**config.mk**
```make
export PLATFORM = sky130hd
export DESIGN_NAME = cwbm_rx_cascade
export DESIGN_NICKNAME = d
export VERILOG_FILES = /design/src/rtl/cwbm_pkg.sv /design/src/rtl/cwbm_rx_slice.sv /design/src/rtl/cwbm_rx_cascade.sv
export VERILOG_INCLUDE_DIRS = /design/src /design/src/rtl
export SDC_FILE = /design/constraint.sdc
export NUM_CORES = 1
export LEC_CHECK = 0
export BUFFER_PORTS_ARGS = -buffer_cell sky130_fd_sc_hd__buf_4
export CAP_MARGIN = 20
export CORE_MARGIN = 5
export CORE_UTILIZATION = 35
export DETAILED_ROUTE_END_ITERATION = 10
export PLACE_DENSITY_LB_ADDON = 0.08
export REMOVE_ABC_BUFFERS = 1
export SETUP_SLACK_MARGIN = 0.2
export SYNTH_ARGS = -nofsm -noshare
export SYNTH_HDL_FRONTEND = slang
export SYNTH_SLANG_ARGS = --single-unit
```
**constraint.sdc**
```tcl
create_clock -name clk -period 2.1 [get_ports clk]
set_input_delay 0.42 -clock clk [delete_from_list [all_inputs] [get_ports clk]]
set_output_delay 0.42 -clock clk [all_outputs]
set_load 0.01 [all_outputs]
```
**src/rtl/cwbm_defs.svh**
```systemverilog
// Purpose: Constants for the cascaded receiver chain.
// Assumes: 50 MHz system clock.
// Notes:   Times are kept in their own unit; cycle counts derive from them.
`ifndef CWBM_DEFS_SVH
`define CWBM_DEFS_SVH

// Number of receivers in the chain, one per byte of the word.
`define CWBM_NUM_RX     4
// Width of one received byte.
`define CWBM_BYTE_W     8
// Clock period in ns.
`define CWBM_CLK_NS     20
// Shortest time for one encoded byte on the link, in ns.
`define CWBM_BYTE_NS    100
// Least byte time in clock cycles, rounded up.
`define CWBM_BYTE_CYC   ((`CWBM_BYTE_NS + `CWBM_CLK_NS - 1) / `CWBM_CLK_NS)
// Width of the byte spacing counter.
`define CWBM_GAP_W      3

`endif

```
**src/rtl/cwbm_pkg.sv**
```systemverilog
// Purpose: Types shared by the cascaded receiver chain.
// Assumes: cwbm_defs.svh holds the numeric constants.
// Notes:   A decoded symbol travels as one packed struct.
`include "cwbm_defs.svh"

package cwbm_pkg;

	// One decoded symbol from the shared serial input.
	typedef struct packed {
		logic                     valid; // Symbol present this cycle.
		logic                     sync;  // Symbol is a sync character.
		logic [`CWBM_BYTE_W-1:0]  data;  // Data byte when not a sync.
	} cwbm_sym_t;

endpackage

```
**src/rtl/cwbm_rx_slice.sv**
```systemverilog
// Purpose: One receiver of the cascade: catches its byte and presents it.
// Assumes: Symbols come from logic on the same clock, already rate limited.
// Notes:   Input latch, decoder latch and output latch give two cycles to strobe.
`timescale 1ns/1ps

module cwbm_rx_slice (
	input  wire logic                    clk,
	input  wire logic                    sys_rst,
	input  wire cwbm_pkg::cwbm_sym_t     sym,
	input  wire logic                    take_next_in,
	input  wire logic                    xfer,
	output logic                         capture_done_out,
	output logic [`CWBM_BYTE_W-1:0]      byte_out,
	output logic                         rx_data_valid_strobe,
	output logic                         capture_pulse
);
	import cwbm_pkg::*;

	logic                      armed_ff;   // Ready to catch one byte.
	logic                      take_d_ff;  // Last take-next level, for edges.
	logic [`CWBM_BYTE_W-1:0]   in_ff;      // Input latch.
	logic [`CWBM_BYTE_W-1:0]   dec_ff;     // Decoder latch.
	logic                      stage_ff;   // Decoder latch just loaded.
	logic                      nxt_armed;  // Next arming state.
	logic                      nxt_done;   // Next capture-done level.
	wire                       take_rise;  // Take-next went low then high.
	wire                       sync_seen;  // Accepted sync symbol.

	assign sync_seen     = sym.valid && sym.sync;
	assign take_rise     = take_next_in && !take_d_ff;
	// Only a non-sync byte with take-next high and still armed is caught.
	assign capture_pulse = take_next_in && armed_ff && sym.valid && !sym.sync;

	// A capture disarms, even on the cycle that take-next rises; otherwise a
	// sync or a fresh take-next edge rearms. If the edge won, the slice would
	// stay armed after its catch and take a second byte.
	assign nxt_armed = capture_pulse ? 1'b0 :
	                   (sync_seen || take_rise) ? 1'b1 : armed_ff;
	// Sync or a low take-next drops capture-done, so the low ripples on.
	assign nxt_done  = (sync_seen || !take_next_in) ? 1'b0 :
	                   capture_pulse ? 1'b1 : capture_done_out;

	// Chain state: arming, capture-done and the input latch.
	always_ff @(posedge clk) begin
		if (sys_rst) begin
			armed_ff         <= 1'b1;
			take_d_ff        <= 1'b0;
			capture_done_out <= 1'b0;
			in_ff            <= 8'h00;
		end else begin
			armed_ff         <= nxt_armed;
			take_d_ff        <= take_next_in;
			capture_done_out <= nxt_done;
			if (capture_pulse) begin
				in_ff <= sym.data;
			end
		end
	end

	// Two latch stages so every slice presents its byte on the same edge.
	always_ff @(posedge clk) begin
		if (sys_rst) begin
			dec_ff               <= 8'h00;
			stage_ff             <= 1'b0;
			byte_out             <= 8'h00;
			rx_data_valid_strobe <= 1'b0;
		end else begin
			stage_ff             <= xfer;
			rx_data_valid_strobe <= stage_ff;
			if (xfer) begin
				dec_ff <= in_ff;
			end
			if (stage_ff) begin
				byte_out <= dec_ff;
			end
		end
	end

	// A caught byte stays held until the next rearm.
	property p_slice_hold;
		@(posedge clk) disable iff (sys_rst)
		(!armed_ff && !sync_seen && !take_rise) |=> $stable(in_ff);
	endproperty
	a_slice_hold: assert property (p_slice_hold) else $error("held byte changed");

endmodule

```
**src/rtl/cwbm_rx_cascade.sv**
```systemverilog
// Purpose: Cascade of receivers sharing one serial input, demultiplexing words.
// Assumes: Decoded symbols arrive on clk; mode pins are asynchronous.
// Notes:   The primary slice's take-next comes from a pin or the auto-repeat loop.
`timescale 1ns/1ps

// What this block does
// - Word bytes arrive one after another, one link
// - Receivers share input; done-to-take chain picks byte
// - Take-next tied high makes primary, starts chain
// - Link never faster than one byte time
// - Sync realigns chain to first receiver
// - Armed receiver catches next byte, then holds
// - Sync drops capture-done, low ripples down chain
// - All strobes rise together two cycles after sync
module cwbm_rx_cascade (
	input  wire logic                                   clk,
	input  wire logic                                   sys_rst,
	input  wire cwbm_pkg::cwbm_sym_t                    serial_in_pair,
	input  wire logic                                   primary_take_pin,
	input  wire logic                                   auto_repeat_pin,
	output logic [`CWBM_NUM_RX-1:0]                     capture_done_out,
	output logic [`CWBM_NUM_RX*`CWBM_BYTE_W-1:0]        rx_word,
	output logic [`CWBM_NUM_RX-1:0]                     rx_data_valid_strobe,
	output logic                                        rate_refused
);
	import cwbm_pkg::*;

	localparam int NRX = `CWBM_NUM_RX; // Slices in the chain.

	// Pin synchronisers; the first stage feeds only the second.
	logic                      prim_m_ff;   // Primary take pin, first stage.
	logic                      prim_s_ff;   // Primary take pin, settled.
	logic                      auto_m_ff;   // Auto-repeat pin, first stage.
	logic                      auto_s_ff;   // Auto-repeat pin, settled.
	logic [`CWBM_GAP_W-1:0]    gap_ff;      // Cycles left before next byte.
	logic [`CWBM_GAP_W-1:0]    nxt_gap;     // Next spacing count.
	logic                      last_d_ff;   // Last slice done, delayed.
	wire                       sym_acc;     // Symbol accepted this cycle.
	wire                       sync_acc;    // Accepted symbol is a sync.
	wire                       word_full;   // Last slice just caught its byte.
	wire                       xfer;        // Move caught bytes to outputs.
	wire  [NRX-1:0]            take_vec;    // Take-next seen by each slice.
	wire  [NRX-1:0]            cap_vec;     // Capture pulse of each slice.
	cwbm_sym_t                 sym_ok;      // Rate-limited shared symbol.

	// Symbols closer than one byte time are refused, not buffered.
	assign sym_acc  = serial_in_pair.valid && (gap_ff == 3'h0);
	assign sync_acc = sym_acc && serial_in_pair.sync;
	assign nxt_gap  = sym_acc ? 3'(`CWBM_BYTE_CYC - 1) :
	                  (gap_ff != 3'h0) ? gap_ff - 3'h1 : gap_ff;
	assign sym_ok   = '{valid: sym_acc, sync: serial_in_pair.sync,
	                    data: serial_in_pair.data};

	// Auto-repeat closes the loop with the inverted last done level.
	assign take_vec[0] = auto_s_ff ? !capture_done_out[NRX-1] : prim_s_ff;
	assign word_full   = capture_done_out[NRX-1] && !last_d_ff;
	// Words move out on a sync, or on a full chain in auto-repeat.
	assign xfer        = sync_acc || (auto_s_ff && word_full);

	// Synchronise the mode pins before any logic sees them.
	always_ff @(posedge clk) begin
		if (sys_rst) begin
			prim_m_ff <= 1'b0;
			prim_s_ff <= 1'b0;
			auto_m_ff <= 1'b0;
			auto_s_ff <= 1'b0;
		end else begin
			prim_m_ff <= primary_take_pin;
			prim_s_ff <= prim_m_ff;
			auto_m_ff <= auto_repeat_pin;
			auto_s_ff <= auto_m_ff;
		end
	end

	// Byte spacing counter and the refused-symbol flag.
	always_ff @(posedge clk) begin
		if (sys_rst) begin
			gap_ff       <= 3'h0;
			last_d_ff    <= 1'b0;
			rate_refused <= 1'b0;
		end else begin
			gap_ff       <= nxt_gap;
			last_d_ff    <= capture_done_out[NRX-1];
			rate_refused <= serial_in_pair.valid && !sym_acc;
		end
	end

	// Each slice after the first takes its upstream neighbour's capture-done as take-next.
	genvar gi;
	generate
		for (gi = 0; gi < NRX; gi++) begin : g_rx
			if (gi > 0) begin : g_link
				assign take_vec[gi] = capture_done_out[gi-1];
			end
			// All slices see the same symbol on the same cycle.
			cwbm_rx_slice u_slice (
				.clk                  (clk),
				.sys_rst              (sys_rst),
				.sym                  (sym_ok),
				.take_next_in         (take_vec[gi]),
				.xfer                 (xfer),
				.capture_done_out     (capture_done_out[gi]),
				.byte_out             (rx_word[(NRX-1-gi)*`CWBM_BYTE_W +: `CWBM_BYTE_W]),
				.rx_data_valid_strobe (rx_data_valid_strobe[gi]),
				.capture_pulse        (cap_vec[gi])
			);
		end
	endgenerate

	// At most one slice takes any byte.
	property p_one_taker;
		@(posedge clk) disable iff (sys_rst)
		$onehot0(cap_vec);
	endproperty
	a_one_taker: assert property (p_one_taker) else $error("byte taken twice");

	// Accepted symbols are spaced by at least five cycles.
	property p_rate;
		@(posedge clk) disable iff (sys_rst)
		sym_acc |=> !sym_acc [*4];
	endproperty
	a_rate: assert property (p_rate) else $error("byte rate exceeded");

	// A primary with an empty chain catches the next data byte.
	property p_primary;
		@(posedge clk) disable iff (sys_rst)
		(!auto_s_ff && prim_s_ff && $stable(prim_s_ff) && sym_acc && !serial_in_pair.sync
		 && capture_done_out == 4'h0) |=> capture_done_out[0];
	endproperty
	a_primary: assert property (p_primary) else $error("primary missed byte");

	// A sync clears every capture-done on the next edge.
	property p_realign;
		@(posedge clk) disable iff (sys_rst)
		sync_acc |=> (capture_done_out == 4'h0);
	endproperty
	a_realign: assert property (p_realign) else $error("sync did not realign");

	// Bytes fill in order: a slice fills only behind a full neighbour.
	property p_order;
		@(posedge clk) disable iff (sys_rst)
		$rose(capture_done_out[1]) |-> capture_done_out[0];
	endproperty
	a_order: assert property (p_order) else $error("bytes out of order");

	// A low capture-done upstream pulls the next one low.
	property p_ripple;
		@(posedge clk) disable iff (sys_rst)
		!capture_done_out[0] |=> !capture_done_out[1];
	endproperty
	a_ripple: assert property (p_ripple) else $error("low did not ripple");

	// All strobes rise together two edges after the transfer.
	property p_strobe;
		@(posedge clk) disable iff (sys_rst)
		xfer |-> ##2 (rx_data_valid_strobe == 4'hf);
	endproperty
	a_strobe: assert property (p_strobe) else $error("strobes late or split");

	// A full slice ignores bytes until rearmed.
	property p_hold;
		@(posedge clk) disable iff (sys_rst)
		(capture_done_out[0] && take_vec[0] && !sync_acc) |-> !cap_vec[0];
	endproperty
	a_hold: assert property (p_hold) else $error("full slice took byte");

	// The low level moves on from the second slice to the third.
	property p_ripple_mid;
		@(posedge clk) disable iff (sys_rst)
		!capture_done_out[1] |=> !capture_done_out[2];
	endproperty
	a_ripple_mid: assert property (p_ripple_mid) else $error("low stuck at third slice");

	// And from the third slice on to the last one.
	property p_ripple_end;
		@(posedge clk) disable iff (sys_rst)
		!capture_done_out[2] |=> !capture_done_out[3];
	endproperty
	a_ripple_end: assert property (p_ripple_end) else $error("low stuck at last slice");

	// In auto-repeat a full chain pulls the primary's capture-done low next edge.
	property p_auto_drop;
		@(posedge clk) disable iff (sys_rst)
		(auto_s_ff && capture_done_out[NRX-1]) |=> !capture_done_out[0];
	endproperty
	a_auto_drop: assert property (p_auto_drop) else $error("auto-repeat loop stuck");

	// A symbol inside the spacing window is flagged on the next edge.
	property p_refused;
		@(posedge clk) disable iff (sys_rst)
		(serial_in_pair.valid && !sym_acc) |=> rate_refused;
	endproperty
	a_refused: assert property (p_refused) else $error("refused symbol not flagged");

	// The strobes are a single-cycle pulse.
	property p_strobe_pulse;
		@(posedge clk) disable iff (sys_rst)
		rx_data_valid_strobe[0] |=> !rx_data_valid_strobe[0];
	endproperty
	a_strobe_pulse: assert property (p_strobe_pulse) else $error("strobe too long");

	// All strobes move as one; a split strobe would present a torn word.
	property p_strobe_all;
		@(posedge clk) disable iff (sys_rst)
		(rx_data_valid_strobe == 4'h0) || (rx_data_valid_strobe == 4'hf);
	endproperty
	a_strobe_all: assert property (p_strobe_all) else $error("strobes split");

	// Without a transfer the presented word stays put.
	property p_word_held;
		@(posedge clk) disable iff (sys_rst)
		!xfer |-> ##2 $stable(rx_word);
	endproperty
	a_word_held: assert property (p_word_held) else $error("word changed unasked");

endmodule

```
==> impl_metrics.env, run 1 <==
export IMPL_status="finished clean"
export IMPL_grt_pass1_wl_mm=15.2
export IMPL_required_ns=2.38
export IMPL_postCtsHoldBufs=0
export IMPL_routed_wl_mm=9.04
export IMPL_grt_pass1_vias=2974
export IMPL_fin_ws_ns=0.334
export IMPL_setup_violations_final=0
export IMPL_clock_latency_ns=0.41
export IMPL_synth_common_cells="119 x dfxtp_1, 72 x nor2_1, 64 x mux2i_1, 64 x nand2_1, 29 x a21oi_1"
export IMPL_ys_seq_area_share_pct=55.5
export IMPL_gp_congestion=0.708
export IMPL_syn_to_final_growth_pct=24.9
export IMPL_p_int_w=0.00426
export IMPL_comb_power_share_pct=9.5
export IMPL_cts_max_path_buffers=2
export IMPL_track_usage_pct=13.7
export IMPL_fp_dieW_um=121
export IMPL_yosysMostFrequentCell="dfxtp_1"
export IMPL_nNetsFinal=500
export IMPL_grt_max_degree=39
export IMPL_io_pin_count=55
export IMPL_power_share_clock_pct=48.1
export IMPL_period_share_pct=84.1
export IMPL_initialDrtViolationCount=135
export IMPL_min_path_type="in2reg"
export IMPL_synth_seq_cells=119
export IMPL_wl_per_cell_um=14.1
export IMPL_crit_path_end_kind="register"
export IMPL_start_util_pct=35.7
export IMPL_drc=0
export IMPL_ys_flop_type="dfxtp_1"
export IMPL_clock_sinks=119
export IMPL_power_density_nw_per_um2=1030
export IMPL_yosysWarningCount=0
export IMPL_row_count=40
export IMPL_grt_overflow=0
export IMPL_finalCriticalPeriod_ns=1.77
export IMPL_finalClockSkew_ns=0.00713
export IMPL_core_um2=12000
export IMPL_root_buffer="clkbuf_16"
export IMPL_p_sw_share_pct=23.1
export IMPL_synthesis_area_um2=4290
export IMPL_synth_edff_count=0
export IMPL_path_max_fanout=8
export IMPL_n_antenna_cell=0
export IMPL_relSlewSlack_pct=68.2
export IMPL_synth_top_area_share_pct=55.5
export IMPL_slew_viol_final=0
export IMPL_port_buffer_count=54
export IMPL_drt_antenna_violating_nets=0
export IMPL_synth_top_cell_by_area="dfxtp_1"
export IMPL_vias=2956
export IMPL_worst_slew_pin_slew_ns=0.477
export IMPL_power_frac_seq_pct=42.4
export IMPL_hpwlAfterDp_mm=5.46
export IMPL_crit_arrival_ns=2.04
export IMPL_cts_buffers=17
export IMPL_n_fill_cell=1177
export IMPL_synth_cell_types=31
export IMPL_drtPass1Iterations=4
export IMPL_synth_avg_cell_area_um2=9.85
export IMPL_setup_tns_final_ns=0
export IMPL_clk_pin_slew_ns=0.05
export IMPL_dp_worst_setup_slack_ns=0.330
export IMPL_finalHoldViolCount=0
export IMPL_cts_tree="done"
export IMPL_rsz0062_at_grt="false"
export IMPL_grt_antenna_before_repair=0
export IMPL_synth_area_leaders="dfxtp_1 55%, mux2i_1 15%, nor2_1 6.3%"
export IMPL_maxCapViolCount=0
export IMPL_ir_worst_vdd_uv=519
export IMPL_async_flop_share_pct=0
export IMPL_cts_htree_levels=4
export IMPL_start_kind="register"
export IMPL_leakagePower_nw=2.12
export IMPL_switchingPower_w=0.00128
export IMPL_finalPower_w=0.00554
export IMPL_layout_drive_gt1_share_pct=20.6
export IMPL_max_freq_mhz=566
export IMPL_die_h_um=121
export IMPL_vias_per_cell=4.61
export IMPL_dieArea_um2=14600
export IMPL_critPathKind="reg2reg"
export IMPL_syn_inst=436
## flip-flops by register name, summed over array words and instances (netlist names)
signal / flops
g_rx.u_slice.armed_ff: 4
g_rx.u_slice.byte_out: 32
last_d_ff: 1
g_rx.u_slice.rx_data_valid_strobe: 1
g_rx.u_slice.dec_ff: 32
g_rx.u_slice.take_d_ff: 4
g_rx.u_slice.capture_done_out: 4
auto_s_ff: 1
prim_s_ff: 1
g_rx.u_slice.stage_ff: 1
auto_m_ff: 1
rate_refused: 1
prim_m_ff: 1
g_rx.u_slice.in_ff: 32
gap_ff: 3
## layout make-up
cell class,count,area [um2],share of cell area [%]
Clock buffer,26,499,9.31
Clock inverter,3,42.5,0.793
Inverter,3,11.3,0.210
Multi-Input combinational cell,278,1680,31.3
Sequential cell,119,2380,44.4
Tap cell,147,184,3.43
Timing Repair Buffer,65,563,10.5
## routing by layer
layer	track usage, %	vias up	routed length (um)
li1	-	1527	-
met1	16.7	1381	4230
met2	21.4	39	4300
met3	5.43	9	391
met4	5.95	0	119
met5	0	-	0
## cell usage in the layout (no fill, tap or decap), types with 2 or more instances in the layout
cell type,Yosys,layout
buf_12,0,6
o211a_1,3,3
nor3_1,3,3
and3_1,3,3
dfxtp_1,119,118
clkbuf_8,0,4
a21oi_2,6,6
clkbuf_16,0,17
nor2b_1,15,15
a211oi_1,2,2
buf_4,13,59
clkbuf_1,9,5
ha_1,2,2
nor2_1,72,72
mux2i_1,64,64
nand2_1,64,64
inv_1,3,3
a21oi_1,29,29
o21bai_1,3,3
## path summary, 6_finish.rpt
check / start / endpoint / slack [ns] / cells past startpoint
max: gap_ff[0] / g_rx[3].u_slice.in_ff[0] / 0.33 / 7
min: primary_take_pin / prim_m_ff / 0.23 / 2
max reg2reg: gap_ff[0] / g_rx[3].u_slice.in_ff[0] / 0.33 / 7
min reg2reg: auto_m_ff / auto_s_ff / 0.44 / 1
## power groups by stage
stage / logic, W / clock network [W] / registers (W)
floorplan: 0.000286 / 0 / 0.00241
global placement: 0.000531 / 0 / 0.00240
detailed placement: 0.000536 / 0 / 0.00240
CTS: 0.000536 / 0.00275 / 0.00235
global route: 0.000590 / 0.00287 / 0.00236
finish: 0.000527 / 0.00266 / 0.00235
## logic make-up (layout without fill, tap and decap cells)
kind of cell,Yosys count,count (layout),share of synthesized area (%)
AND/OR/NAND/NOR,164,164,16.2
multiplexers,64,64,14.9
AO/OA/AOI/OAI,48,48,7.34
adder cells (fa/ha/maj),2,2,0.583
buffers and inverters,39,97,5.42
flip-flops,119,119,55.5
## stage by stage
stage	utilization, %	hold slack (ns)	cells	cell area, um2
after floorplan	-	0.414	400	4070
after global placement	40.1	0.428	612	4820
after detailed placement	40.1	0.428	612	4820
after CTS	44.6	0.207	641	5360
after global routing	44.6	0.226	641	5360
final	44.6	0.226	641	5360
## what timing repair did
action,CTS,global route
buffers inserted,0,0
setup endpoints to repair,0,13
resized for setup,0,1
## worst max-delay path: stages, from the launching register on
cell      delay, ns
dfxtp_1        0.30
inv_1          0.09
ha_1           0.22
and4bb_2       0.30
and3_1         0.31
buf_12         0.17
mux2i_1        0.18
nor2_1         0.05
Note: power is estimated with default switching activity, not from simulation.
==> run 2: changes to the inputs <==
--- a/config.mk
+++ b/config.mk
@@ -6,6 +6,7 @@
 export SDC_FILE = /design/constraint.sdc
 export NUM_CORES = 1
 export LEC_CHECK = 0
+export ABC_AREA = 1
 export BUFFER_PORTS_ARGS = -buffer_cell sky130_fd_sc_hd__buf_4
 export CAP_MARGIN = 20
 export CORE_MARGIN = 5
==> constraint.sdc (replaced) <==
create_clock -name clk -period 1.6 [get_ports clk]
set_input_delay 0.32 -clock clk [delete_from_list [all_inputs] [get_ports clk]]
set_output_delay 0.32 -clock clk [all_outputs]
set_load 0.01 [all_outputs]
==> impl_metrics.env, run 2 <==
export IMPL_syn_inst=613
export IMPL_path_common_cell="nand2_4"
export IMPL_ir_worst_vdd_uv=590
export IMPL_drt_antenna_violating_nets=0
export IMPL_slew_viol_final=0
export IMPL_cts_max_path_buffers=2
export IMPL_status="finished clean"
export IMPL_path_cells="inv_2 -> ha_4 -> nand2_4 -> nor2_4 -> buf_12 -> nand2_4 -> clkbuf_16 -> a21oi_1 -> nor2_1"
export IMPL_async_flop_share_pct=0
export IMPL_rsz0062_at_grt="true"
export IMPL_cts_tree="done"
export IMPL_startpoint="gap_ff[0]"
export IMPL_reg_top3="g_rx.u_slice.byte_out: 32 flops, g_rx.u_slice.dec_ff: 32 flops, g_rx.u_slice.in_ff: 32 flops"
export IMPL_required_ns=1.90
export IMPL_synth_edff_count=0
export IMPL_crit_arrival_ns=1.74
export IMPL_grt_pass1_wl_mm=17.9
export IMPL_vias=3923
export IMPL_dp_worst_setup_slack_ns=0.0940
export IMPL_row_count=41
export IMPL_grt_antenna_before_repair=0
export IMPL_start_kind="register"
export IMPL_synth_top_area_share_pct=51.9
export IMPL_setup_violations_final=0
export IMPL_clock_latency_ns=0.41
export IMPL_hold_path_cell_count=3
export IMPL_fp_dieW_um=125
export IMPL_start_util_pct=36.1
export IMPL_syn_to_final_growth_pct=37.7
export IMPL_cts_buffers=17
export IMPL_max_freq_mhz=697
export IMPL_ys_seq_area_share_pct=51.9
export IMPL_synth_seq_cells=119
export IMPL_drc=0
export IMPL_grt_overflow=0
export IMPL_grt_max_degree=73
export IMPL_ys_flop_type="dfxtp_1"
export IMPL_initialDrtViolationCount=199
export IMPL_min_from="primary_take_pin"
export IMPL_clk_pin_slew_ns=0.05
export IMPL_yosysWarningCount=0
export IMPL_relSlewSlack_pct=77.6
export IMPL_synthesis_area_um2=4590
export IMPL_nNetsFinal=692
export IMPL_synth_area_leaders="dfxtp_1 52%, nor2_1 9.4%, a21oi_1 7.8%"
export IMPL_path_max_fanout=5
export IMPL_vias_per_cell=4.56
export IMPL_drtPass1Iterations=4
export IMPL_io_pin_count=55
export IMPL_core_um2=12700
export IMPL_die_h_um=125
export IMPL_hpwlAfterDp_mm=6.42
export IMPL_layout_cells_most_common_list="115 x dfxtp_1, 114 x nor2_1, 77 x nand2_1, 66 x buf_4, 64 x a21oi_1"
export IMPL_n_antenna_cell=0
export IMPL_synth_top_cell_by_area="dfxtp_1"
export IMPL_maxCapViolCount=0
export IMPL_synth_avg_cell_area_um2=7.49
export IMPL_routed_wl_mm=11.8
export IMPL_r2r_end="g_rx[3].u_slice.dec_ff[2]"
export IMPL_layout_drive_gt1_share_pct=25.7
export IMPL_n_fill_cell=1283
export IMPL_finalHoldViolCount=0
export IMPL_worst_slew_pin_slew_ns=0.336
export IMPL_min_path_type="in2reg"
export IMPL_cp_top_family="buffers and inverters"
export IMPL_power_density_nw_per_um2=1520
export IMPL_period_share_pct=89.6
export IMPL_synth_common_cells="119 x dfxtp_1, 115 x nor2_1, 88 x nand2_1, 72 x a21oi_1"
export IMPL_crit_buf_inv=3
export IMPL_wl_per_cell_um=13.7
export IMPL_crit_slowest_cell="dfxtp_2"
export IMPL_min_to="prim_m_ff"
export IMPL_yosysMostFrequentCell="dfxtp_1"
export IMPL_cpPeakStageDelay_ns=0.32
export IMPL_clock_sinks=119
export IMPL_r2r_slack_ns=0.17
export IMPL_dieArea_um2=15500
export IMPL_finalCriticalPeriod_ns=1.43
export IMPL_critPathKind="reg2reg"
export IMPL_fin_ws_ns=0.166
export IMPL_gp_congestion=0.728
export IMPL_track_usage_pct=14.2
export IMPL_finalPower_w=0.00959
export IMPL_root_buffer="clkbuf_16"
export IMPL_port_buffer_count=54
export IMPL_leakagePower_nw=2.90
export IMPL_finalClockSkew_ns=0.00805
export IMPL_postCtsHoldBufs=0
export IMPL_r2r_cells=9
export IMPL_timing_rr_start="gap_ff[0]"
export IMPL_cts_htree_levels=4
export IMPL_grt_pass1_vias=3704
export IMPL_synth_cell_types=22
export IMPL_crit_path_end_kind="register"
export IMPL_final_common_cell="dfxtp_1"
run 2: worst max-delay path by stage:
stage	end	slack (ns)	cells past startpoint
final	g_rx[3].u_slice.dec_ff[2]	0.17	9
after global routing	g_rx[0].u_slice.in_ff[5]	0.10	9
after CTS	g_rx[1].u_slice.dec_ff[1]	0.19	8
after detailed placement	g_rx[3].u_slice.in_ff[1]	0.09	8
after global placement	g_rx[3].u_slice.dec_ff[2]	0.14	5
after floorplan	g_rx[1].u_slice.byte_out[0]	-0.43	3
run 2: cells by family after synthesis:
family          after synthesis  synth area share, %
compound gates              113                 12.3
simple gates                271                 24.4
buf+inv                     108                 10.9
flops                       119                 51.9
fa+ha+maj                     2                0.545
run 2: layout make-up:
class                   count  area (um2)  share of cell area [%]
flip-flops and latches    119        2390                    37.7
multi-input cells         387        1950                    30.8
repair buffers             87         917                    14.5
clock buffers              22         464                    7.34
inverters                  64         245                    3.88
well taps                 172         215                    3.40
clock inverters            10         150                    2.37
run 2: what timing repair did:
action | 4_1_cts | 5_1_grt
gates cloned | 2 | 11
pin swaps | 4 | 24
resized for setup | 18 | 47
endpoints found under the setup margin | 66 | 71
buffers inserted | 6 | 6
run 2: tightest hold or removal path: cells and delay by family:
kind,cells,cell delay [ns]
buf+inv,2,0.10
simple gates,1,0.06
run 2: power breakdown:
part | leakage (nW) | internal, W | total (W) | switching (W)
clock | 0.307 | 0.00267 | 0.00397 | 0.00130
combinational | 1.63 | 0.00108 | 0.00222 | 0.00114
sequential | 0.969 | 0.00329 | 0.00340 | 0.000113
run 2: metrics by stage:
step	hold slack [ns]	cells	instance area [um2]	TNS (ns)	util (%)
final	0.102	861	6330	0	49.7
after floorplan	0.388	569	4330	-35.20	-
after global placement	0.396	804	5080	0	40.0
after CTS	0.0920	844	5860	0	46.0
after global routing	0.105	861	6330	0	49.7
after detailed placement	0.397	804	5080	0	40.0
run 2: layer usage:
layer,vias up,part of all wire (%),global-route usage [%]
li1,2066,-,-
met1,1767,47,18.0
met2,72,46,22.3
met3,18,5.2,4.20
met4,0,2.1,6.32
met5,-,0,0
==> run 3: changes to the inputs <==
--- a/config.mk
+++ b/config.mk
@@ -10,8 +10,9 @@
 export BUFFER_PORTS_ARGS = -buffer_cell sky130_fd_sc_hd__buf_4
 export CAP_MARGIN = 20
 export CORE_MARGIN = 5
-export CORE_UTILIZATION = 35
+export CORE_UTILIZATION = 30
 export DETAILED_ROUTE_END_ITERATION = 10
+export GPL_TIMING_DRIVEN = 0
 export PLACE_DENSITY_LB_ADDON = 0.08
 export REMOVE_ABC_BUFFERS = 1
 export SETUP_SLACK_MARGIN = 0.2
==> impl_metrics.env, run 3 (synthesis gave the netlist of run 2 again) <==
export IMPL_status="finished clean"
export IMPL_track_usage_pct=13.9
export IMPL_ir_worst_vdd_uv=847
export IMPL_vias_per_cell=4.43
export IMPL_required_ns=1.95
export IMPL_root_buffer="clkbuf_16"
export IMPL_routed_wl_mm=12.0
export IMPL_timing_rr_start="gap_ff[1]"
export IMPL_hold_path_cell_count=3
export IMPL_port_buffer_count=54
export IMPL_leakagePower_nw=3.00
export IMPL_syn_to_final_growth_pct=43.0
export IMPL_io_pin_count=55
export IMPL_min_from="primary_take_pin"
export IMPL_postPlaceCellArea_um2=5100
export IMPL_start_kind="register"
export IMPL_finalHoldViolCount=0
export IMPL_slew_viol_final=0
export IMPL_r2r_slack_ns=0.15
export IMPL_layout_drive_gt1_share_pct=30.2
export IMPL_worst_slew_pin_slew_ns=0.458
export IMPL_gp_congestion=0.692
export IMPL_core_um2=15100
export IMPL_drt_antenna_violating_nets=0
export IMPL_r2r_end="g_rx[2].u_slice.dec_ff[5]"
export IMPL_power_share_clock_pct=40.5
export IMPL_final_common_cell="dfxtp_1"
export IMPL_grt_pass1_vias=3800
export IMPL_cpPeakStageDelay_ns=0.32
export IMPL_finalCriticalPeriod_ns=1.45
export IMPL_clk_pin_slew_ns=0.05
export IMPL_path_cells="inv_2 -> ha_4 -> nand2_4 -> nor2_4 -> nand2_4 -> buf_16 -> clkbuf_16 -> nand3_2 -> nand2_1 -> nor2_1"
export IMPL_power_density_nw_per_um2=1490
export IMPL_path_common_cell="nand2_4"
export IMPL_dp_cells=816
export IMPL_rsz0062_at_grt="true"
export IMPL_grt_overflow=0
export IMPL_initialDrtViolationCount=264
export IMPL_cts_htree_levels=4
export IMPL_dieArea_um2=17900
export IMPL_fp_dieW_um=134
export IMPL_cts_tree="done"
export IMPL_die_h_um=134
export IMPL_drc=0
export IMPL_start_util_pct=30.4
export IMPL_fin_ws_ns=0.146
export IMPL_critPathKind="reg2reg"
export IMPL_setup_violations_final=0
export IMPL_min_to="prim_m_ff"
export IMPL_finalClockSkew_ns=0.00671
export IMPL_cts_max_path_buffers=2
export IMPL_cts_buffers=17
export IMPL_grt_antenna_before_repair=0
export IMPL_min_path_type="in2reg"
export IMPL_crit_slowest_cell="dfxtp_2"
export IMPL_grt_max_degree=58
export IMPL_p_sw_share_pct=27.2
export IMPL_power_frac_seq_pct=35.0
export IMPL_comb_power_share_pct=24.5
export IMPL_p_int_w=0.00712
export IMPL_period_share_pct=90.9
export IMPL_vias=3894
export IMPL_clock_sinks=119
export IMPL_hpwlAfterDp_mm=6.76
export IMPL_wl_per_cell_um=13.7
export IMPL_drtPass1Iterations=4
export IMPL_timing_hold_ws_ns=0.107
export IMPL_layout_cells_most_common_list="116 x dfxtp_1, 111 x nor2_1, 72 x nand2_1, 63 x buf_4, 55 x inv_1"
export IMPL_reg_top3="g_rx.u_slice.byte_out: 32 flops, g_rx.u_slice.dec_ff: 32 flops, g_rx.u_slice.in_ff: 32 flops"
export IMPL_final_cells=879
export IMPL_nNetsFinal=694
export IMPL_path_max_fanout=6
export IMPL_grt_pass1_wl_mm=19.5
export IMPL_relSlewSlack_pct=69.5
export IMPL_final_area_um2=6570
export IMPL_r2r_cells=10
export IMPL_crit_arrival_ns=1.80
export IMPL_maxCapViolCount=0
export IMPL_setup_tns_final_ns=0
export IMPL_clock_latency_ns=0.41
export IMPL_max_freq_mhz=688
export IMPL_n_antenna_cell=0
export IMPL_row_count=45
export IMPL_switchingPower_w=0.00265
export IMPL_postCtsHoldBufs=0
export IMPL_dp_worst_setup_slack_ns=-0.386
export IMPL_crit_path_end_kind="register"
## run 3: critical path, delay by kind of cell, from the launching register on
kind | cells | cell delay (ns)
DFF | 1 | 0.32
adders and majority gates | 1 | 0.16
buffers and inverters | 3 | 0.41
and+or+nand+nor | 6 | 0.49
## run 3: worst max-delay path by stage
stage	startpoint	to	slack, ns
floorplan	sys_rst	g_rx[1].u_slice.byte_out[0]	-0.43
global placement	sys_rst	g_rx[2].u_slice.byte_out[3]	-1.70
detailed placement	gap_ff[0]	g_rx[1].u_slice.dec_ff[0]	-0.39
CTS	gap_ff[1]	g_rx[1].u_slice.in_ff[7]	0.12
global route	gap_ff[0]	g_rx[0].u_slice.in_ff[2]	0.05
finish	gap_ff[1]	g_rx[2].u_slice.dec_ff[5]	0.15
## run 3: routing by layer
layer  wire, um  track usage, %  vias up
met3        447            3.97       19
met1       5700            17.6     1749
met4        251            6.17        0
met2       5630            22.0       49
li1           -               -     2077
met5          0               0        -
## run 3: final cells by class
type                            instances  area (um2)
Multi-Input combinational cell        390        2140
Sequential cell                       119        2390
Fill cell                            1506        8520
Inverter                               64         255
Timing Repair Buffer                   86         935
Tap cell                              188         235
Clock inverter                          9         120
Clock buffer                           23         498
## run 3: power groups by stage
stage	clock [W]	sequential (W)	combinational, W
finish	0.00396	0.00342	0.00240
global route	0.00420	0.00346	0.00264
CTS	0.00405	0.00342	0.00195
detailed placement	0	0.00348	0.00145
global placement	0	0.00349	0.00133
floorplan	0	0.00352	0.000856
## run 3: through the flow
stage / utilization (%) / power, W
floorplan: - / 0.00438
global route: 43.5 / 0.0103
finish: 43.5 / 0.00978
detailed placement: 33.8 / 0.00493
CTS: 40.2 / 0.00942
global placement: 33.0 / 0.00482
## run 3: what timing repair did
item                                    4_1_cts  5_1_grt
pin swaps                                    24       41
endpoints found under the setup margin       73       75
buffers inserted                             11        9
resized for setup                            41       79
cloned                                        7        4
